`src/pws_defs.svh`:
```
/*
 * Register offsets, field positions and reset values of the wake register group.
 * Assumes inclusion by bare name from the design files.
 */
`ifndef PWS_DEFS_SVH
`define PWS_DEFS_SVH

// ==========================================================================
// offsets from the wake register base
`define PWS_OFF_SUMMARY 8'h00
`define PWS_OFF_RSVD_A 8'h01
`define PWS_OFF_MASTER_EN 8'h02
`define PWS_OFF_RSVD_B 8'h03
`define PWS_OFF_STATUS_ONE 8'h04
`define PWS_OFF_STATUS_TWO 8'h05
`define PWS_OFF_STATUS_THREE 8'h06

// ==========================================================================
// fields and reset values
`define PWS_PENDING_BIT 0
`define PWS_MASTER_EN_BIT 0
`define PWS_GROUPED_SMI_BIT 3
`define PWS_RESET_VALUE 8'h00
`define PWS_READ_ZERO 8'h00

`endif

```
`src/pws_pkg.sv`:
```
/*
 * Types shared by the wake status logic.
 * Assumes the defs header is included alongside.
 */
package pws_pkg;
    typedef logic [7:0] pws_byte_t;
    typedef logic [2:0] pws_index_t;
endpackage

```
`src/pws_status_reg.sv`:
```
/*
 * One write-one-to-clear wake status register of eight sticky bits.
 * Assumes events are synchronous single-clock levels or pulses.
 */
`timescale 1ns/100ps
`include "pws_defs.svh"

module pws_status_reg (
    input wire logic i_clk,
    input wire logic i_rst_n,
    input wire pws_pkg::pws_byte_t i_event,
    input wire logic i_clear_wr,
    input wire pws_pkg::pws_byte_t i_wdata,
    output pws_pkg::pws_byte_t o_status
);
    import pws_pkg::*;

    pws_byte_t status_reg;
    pws_byte_t status_next;

    // ======================================================================
    // sticky bits, set wins over clear
    always_comb begin
        status_next = status_reg;
        if (i_clear_wr) begin
            status_next = status_next & ~i_wdata;
        end
        status_next = status_next | i_event;
    end

    always_ff @(posedge i_clk) begin
        if (!i_rst_n) begin
            status_reg <= `PWS_RESET_VALUE;
        end else begin
            status_reg <= status_next;
        end
    end

    assign o_status = status_reg;
endmodule

```
`src/pws_wake_logic.sv`:
```
/*
 * Runtime wake logic: summary pending flag, master enable, three status
 * registers and the active-low wake output.
 * Assumes i_rst_n is the standby power-on reset only; main-supply, soft and
 * hard resets are not wired here. Host accesses arrive already decoded
 * against the programmed base as a one-cycle read or write strobe with an
 * offset. Per-source enables come from outside as plain inputs.
 */
// Overview of operation
// registers sit at byte offsets from the software-programmed wake register base.
// the pending flag sets whenever the wake output would normally assert, regardless of master enable.
// writing one to the pending flag clears it and releases the output; zero does nothing.
// master enable bit 0 gates the output, default 0, bits 7 to 1 reserved.
// pending flag and master enable clear only on standby power-on reset.
// offsets 0x01 and 0x03 read zero and ignore writes.
// each status bit sets on its source's event regardless of any enable.
// writing one clears only that status bit; zero leaves it.
// status registers clear only on standby power-on reset.
// status one holds infrared, ring 2, ring 1, keyboard, mouse, key, fan 1, fan 2 in bits 0-7.
// status two holds general pins 10 to 17 in bits 0 to 7.
// status three holds pins 20-22, grouped SMI status in bit 3, pins 24-27 above.
// status four and five bits that set on main-supply reset are outside this block.
// a source drives the output only when status, its enable and master enable are all one; the latched pending flag holds it low after status or enable clears.
// the output stays low while an enabled bit is set with master enable on; writing one to the pending flag still releases it for two cycles.
`timescale 1ns/100ps
`include "pws_defs.svh"

module pws_wake_logic (
    input wire logic i_clk,
    input wire logic i_rst_n,
    input wire pws_pkg::pws_byte_t i_reg_offset,
    input wire logic i_reg_wr,
    input wire logic i_reg_rd,
    input wire pws_pkg::pws_byte_t i_reg_wdata,
    output pws_pkg::pws_byte_t o_reg_rdata,
    input wire logic i_consumer_infrared_wake,
    input wire logic i_ring_indicator_port2,
    input wire logic i_ring_indicator_port1,
    input wire logic i_keyboard_wake,
    input wire logic i_mouse_wake,
    input wire logic i_specific_key_wake,
    input wire logic i_fan_speed_input_one_wake,
    input wire logic i_fan_speed_input_two_wake,
    input wire pws_pkg::pws_byte_t i_general_pin_1x_wake,
    input wire logic [2:0] i_general_pin_2x_low_wake,
    input wire logic i_grouped_smi_status,
    input wire logic [3:0] i_general_pin_2x_high_wake,
    input wire pws_pkg::pws_byte_t i_source_enable_one,
    input wire pws_pkg::pws_byte_t i_source_enable_two,
    input wire pws_pkg::pws_byte_t i_source_enable_three,
    output logic o_wake_event_out_n
);
    import pws_pkg::*;

    logic wake_pending_flag_reg;
    logic wake_master_enable_bit_reg;
    pws_byte_t rdata_reg;
    pws_byte_t event_one;
    pws_byte_t event_two;
    pws_byte_t event_three;
    pws_byte_t status_one;
    pws_byte_t status_two;
    pws_byte_t status_three;
    logic wake_request;
    logic wr_summary;

    function automatic logic wr_at(input pws_byte_t off);
        wr_at = i_reg_wr && (i_reg_offset == off);
    endfunction

    // ======================================================================
    // source bit mapping
    assign event_one = {i_fan_speed_input_two_wake, i_fan_speed_input_one_wake,
                        i_specific_key_wake, i_mouse_wake, i_keyboard_wake,
                        i_ring_indicator_port1, i_ring_indicator_port2,
                        i_consumer_infrared_wake};
    assign event_two = i_general_pin_1x_wake;
    assign event_three = {i_general_pin_2x_high_wake, i_grouped_smi_status,
                          i_general_pin_2x_low_wake};

    pws_status_reg u_status_one (
        .i_clk(i_clk),
        .i_rst_n(i_rst_n),
        .i_event(event_one),
        .i_clear_wr(wr_at(`PWS_OFF_STATUS_ONE)),
        .i_wdata(i_reg_wdata),
        .o_status(status_one)
    );

    pws_status_reg u_status_two (
        .i_clk(i_clk),
        .i_rst_n(i_rst_n),
        .i_event(event_two),
        .i_clear_wr(wr_at(`PWS_OFF_STATUS_TWO)),
        .i_wdata(i_reg_wdata),
        .o_status(status_two)
    );

    pws_status_reg u_status_three (
        .i_clk(i_clk),
        .i_rst_n(i_rst_n),
        .i_event(event_three),
        .i_clear_wr(wr_at(`PWS_OFF_STATUS_THREE)),
        .i_wdata(i_reg_wdata),
        .o_status(status_three)
    );

    // ======================================================================
    // wake request: any enabled status bit set
    assign wake_request = |(status_one & i_source_enable_one) |
                          |(status_two & i_source_enable_two) |
                          |(status_three & i_source_enable_three);

    // ======================================================================
    // summary pending flag
    assign wr_summary = wr_at(`PWS_OFF_SUMMARY) && i_reg_wdata[`PWS_PENDING_BIT];

    always_ff @(posedge i_clk) begin
        if (!i_rst_n) begin
            wake_pending_flag_reg <= 1'b0;
        end else if (wake_request && !wr_summary) begin
            wake_pending_flag_reg <= 1'b1;
        end else if (wr_summary) begin
            wake_pending_flag_reg <= 1'b0;
        end
    end

    // ======================================================================
    // master enable
    always_ff @(posedge i_clk) begin
        if (!i_rst_n) begin
            wake_master_enable_bit_reg <= 1'b0;
        end else if (wr_at(`PWS_OFF_MASTER_EN)) begin
            wake_master_enable_bit_reg <= i_reg_wdata[`PWS_MASTER_EN_BIT];
        end
    end

    // ======================================================================
    // wake output: pending and enabled; clearing the flag releases it
    always_ff @(posedge i_clk) begin
        if (!i_rst_n) begin
            o_wake_event_out_n <= 1'b1;
        end else begin
            o_wake_event_out_n <= !(wake_pending_flag_reg && wake_master_enable_bit_reg
                                    && !wr_summary);
        end
    end

    // ======================================================================
    // read data, registered one cycle after the strobe
    always_ff @(posedge i_clk) begin
        if (!i_rst_n) begin
            rdata_reg <= `PWS_READ_ZERO;
        end else if (i_reg_rd) begin
            case (i_reg_offset)
                `PWS_OFF_SUMMARY: rdata_reg <= {7'h00, wake_pending_flag_reg};
                `PWS_OFF_MASTER_EN: rdata_reg <= {7'h00, wake_master_enable_bit_reg};
                `PWS_OFF_STATUS_ONE: rdata_reg <= status_one;
                `PWS_OFF_STATUS_TWO: rdata_reg <= status_two;
                `PWS_OFF_STATUS_THREE: rdata_reg <= status_three;
                default: rdata_reg <= `PWS_READ_ZERO;
            endcase
        end
    end

    assign o_reg_rdata = rdata_reg;
endmodule
```
`config.mk`:
```
export PLATFORM = sky130hd
export DESIGN_NAME = pws_wake_logic
export DESIGN_NICKNAME = d
export VERILOG_FILES = /design/src/pws_pkg.sv /design/src/pws_status_reg.sv /design/src/pws_wake_logic.sv
export VERILOG_INCLUDE_DIRS = /design/src /design/src/src
export SDC_FILE = /design/constraint.sdc
export NUM_CORES = 1
export LEC_CHECK = 0
export BUFFER_PORTS_ARGS = -buffer_cell sky130_fd_sc_hd__buf_2
export CORE_ASPECT_RATIO = 1.75
export CORE_UTILIZATION = 49
export CTS_CLUSTER_DIAMETER = 30
export DETAILED_ROUTE_END_ITERATION = 7
export PLACE_DENSITY = 0.91
export REMOVE_ABC_BUFFERS = 1
export SLEW_MARGIN = 0
export SYNTH_ARGS = -nofsm -noshare
export SYNTH_HDL_FRONTEND = slang
export SYNTH_SLANG_ARGS = --single-unit
```
`constraint.sdc`:
```
create_clock -name i_clk -period 2.67 [get_ports i_clk]
set_input_delay 0.1335 -clock i_clk [delete_from_list [all_inputs] [get_ports i_clk]]
set_output_delay 0.1335 -clock i_clk [all_outputs]
set_load 0.02 [all_outputs]
```
==> summary.txt <==
Logic synthesis
  • Total number of yosys warnings: 0
  • Synth Area in Compound Gates: 29.7%
  • Post-Synth Simple-Gate Area: 18.4%
  • Post-synthesis adder-cell area fraction: 0%
  • Largest area contributor in the netlist: dfxtp_1
  • Largest family of logic cells by synthesized area: compound AO/OA/AOI/OAI gates
  • Async set or reset register ratio after synthesis: 0%
  • Yosys reg bits: 35
  • Avg Cell Area, Syn: 8.35 sq um
  • Synth Cell Area: 1620 sq um
  • Cell variety after synth: 29
  • Post-synth EDFFs: 0
  • Ranking of synthesized cells by area: dfxtp_1, a21oi_1, o21ai_0, o21a_1, mux2i_1
  • Xor-xnor portion of the synthesized cell area: 0%
  • Main flop type after synthesis: dfxtp_1
  • Top cell type's share of synthesized area: 43.2%
  • Sequential share of the synthesized area: 43.2%
  • Gate Count Post-Synth: 194
  • Mux cell area share after synthesis: 6.18%

Power and ir drop
  • Sw Ratio: 25.8%
  • Worst VDD drop: 0.000403 V
  • Clock share of power: 36.8%
  • PD cells: 550 nW/um^2
  • Share of total power in combinational logic: 14.1%
  • Sequential share of power: 49.1%
  • Switching power: 0.000301 W
  • P_leak: 0.955 nW
  • Int Pwr: 0.000867 W

Routing
  • DRT Pass-1 Iters: 4
  • Detailed-route via count: 1,799
  • DRT iter0 DRCs: 78
  • Via density: 5.75
  • # DRC: 0
  • Routed Antenna Nets: 0
  • Wire per inst: 14.8 um
  • DRT Wirelength: 4630 um

Setup path
  • Arr. time, crit path: 1550 ps
  • Critical path endpoint category: flop
  • Worst path slowest cell: dfxtp_1
  • CP Launch Point: u_status_two.o_status[5]
  • CP Depth: 4
  • Worst reg2reg endpoint: wake_pending_flag_reg
  • R2R Setup Slk: 1300 ps
  • Number of buffers and inverters on the critical path: 0
  • Worst Path Required: 2850 ps
  • Depth of the worst register-to-register path: 4
  • Cell Chain, Critical Path: a22o_1 -> a221oi_1 -> nand4_1 -> o211a_1
  • Critical path's largest stage delay: 360 ps
  • Worst-path fanout max: 3
  • Kind of critical path: reg -> reg
  • Reg-to-Reg Start: u_status_two.o_status[5]
  • Startpoint types: flop
  • Worst setup path endpoint: wake_pending_flag_reg
  • Kind of cell adding the most delay to the critical path: compound AO/OA/AOI/OAI gates

Outcome
  • Outcome: finished, final reports clean

STA
  • Finish-stage setup viols: 0
  • Slew at the pin closest to its max-slew limit: 485 ps
  • RSZ-0062 raised after global routing: false
  • Max Fclk: 0.732 GHz
  • Tmin final: 1370 ps
  • Clock Skew: 5.11 ps
  • Period utilization: 51.1%
  • Pins Over Slew Limit: 0
  • Hold Vio Cnt, Final: 0
  • Total negative setup slack: 0 ps
  • Relative max-transition margin: 67.6%

Final layout
  • Final nets: 337
  • # diodes: 0
  • Layout area overhead: 31.2%
  • Layout cells sized above 1: 32.6%
  • Finished Cell Area: 2130 sq um

Hold path
  • Hold Path Class: in -> reg
  • Hold_sp: i_general_pin_2x_high_wake[1]

Die
  • I/O Pins: 77
  • FP Rows: 27
  • Starting Density: 51.6%
  • Die height: 78.1 um
  • Core ar.: 3140 sq um
  • Die Wd: 45.5 um
  • Die area: 3550 sq um

Job
  • Max-cap viol count: 0

Clock network
  • Post-CTS sizing: 0
  • Worst-path clk slew: 70 ps
  • Root buf cell: clkbuf_8
  • Post-CTS setup repair buffer count: 0
  • Clock latency on the worst-skew pair: 290 ps
  • CTS Sinks: 35
  • H-tree depth: 2
  • Hold_buf cts: 0
  • CTS tree: done
  • CTS Buf Count: 5
  • CTS max path bufs: 2

GRT
  • Vias in the first global route: 1,737
  • Overflow after GRT: 0
  • Number of antenna violations at the first check in global routing: 0
  • First-pass GRT wire length: 7490 um
  • GRT Overall Usage: 28.7%
  • Pin count of the biggest net entering global routing: 31

Placement
  • PortBufs: 76
  • Placed Area: 2020 sq um
  • Routability congestion estimate: 0.841
  • HPWL Detailed: 3500 um
## stage by stage
stage                     util [%]  setup slack, ps  hold slack, ps  cells  total power [W]
after floorplan                  -             1350             227    185         0.000652
after global placement        64.4             1100             342    305         0.000741
after detailed placement      64.4             1070             346    305         0.000747
after CTS                     67.7             1310            39.7    313          0.00117
after global routing          67.7             1230            37.8    313          0.00121
final                         67.7             1300            44.4    313          0.00117
## routing by layer
metal	share of wire [%]	up-vias	wire, um	GRT usage, %
li1	-	864	-	-
met1	37	829	1710	32.0
met2	55	91	2530	48.0
met3	5.5	15	254	6.44
met4	2.9	0	134	15.5
met5	0	-	0	0
## final cells by class
type	instances	area, sq um
fill	284	1020
clock buffer	7	96.3
multi-input combinational	150	880
sequential	35	701
timing repair buffer	77	388
tap	43	53.8
clock inverter	1	7.51
## cell usage after synthesis (2+ instances only)
cell	n
o21a_1	16
clkbuf_1	6
nand2_1	17
o21ai_0	25
a221oi_1	4
nor2b_1	3
a22o_1	4
buf_2	2
mux2i_1	10
a22oi_1	2
nand3_1	2
dfxtp_1	35
a21oi_1	25
nand4_1	4
nor2_1	25
## how the worst min path moves through the flow
stage / end / depth (start not counted)
after floorplan: o_wake_event_out_n / 1
after global placement: u_status_three.o_status[5] / 2
after detailed placement: u_status_three.o_status[5] / 2
after CTS: u_status_three.o_status[5] / 2
after global routing: u_status_three.o_status[3] / 2
final: u_status_three.o_status[5] / 2
## power groups by stage
stage	Clock (W)	Combinational [W]	Sequential, W
6_report	0.000430	0.000164	0.000574
5_1_grt	0.000455	0.000182	0.000576
4_1_cts	0.000432	0.000163	0.000572
3_5_place_dp	0	0.000163	0.000584
3_3_place_gp	0	0.000158	0.000583
2_1_floorplan	0	0.0000752	0.000577
## logic make-up after synthesis
family,count (synthesis)
buf+inv,9
simple gates,61
flops,35
mux,10
compound gates,79
## placed cells by master (no fill, tap or decap), types with 7 or more instances in the layout
cell type / synthesis / final
a21oi_1: 25 / 25
dfxtp_1: 35 / 35
nand2_1: 17 / 17
o21a_1: 16 / 16
nor2_1: 25 / 25
clkbuf_8: 0 / 7
mux2i_1: 10 / 10
o21ai_0: 25 / 25
buf_2: 2 / 76
Power figures use the tool's default switching activity.
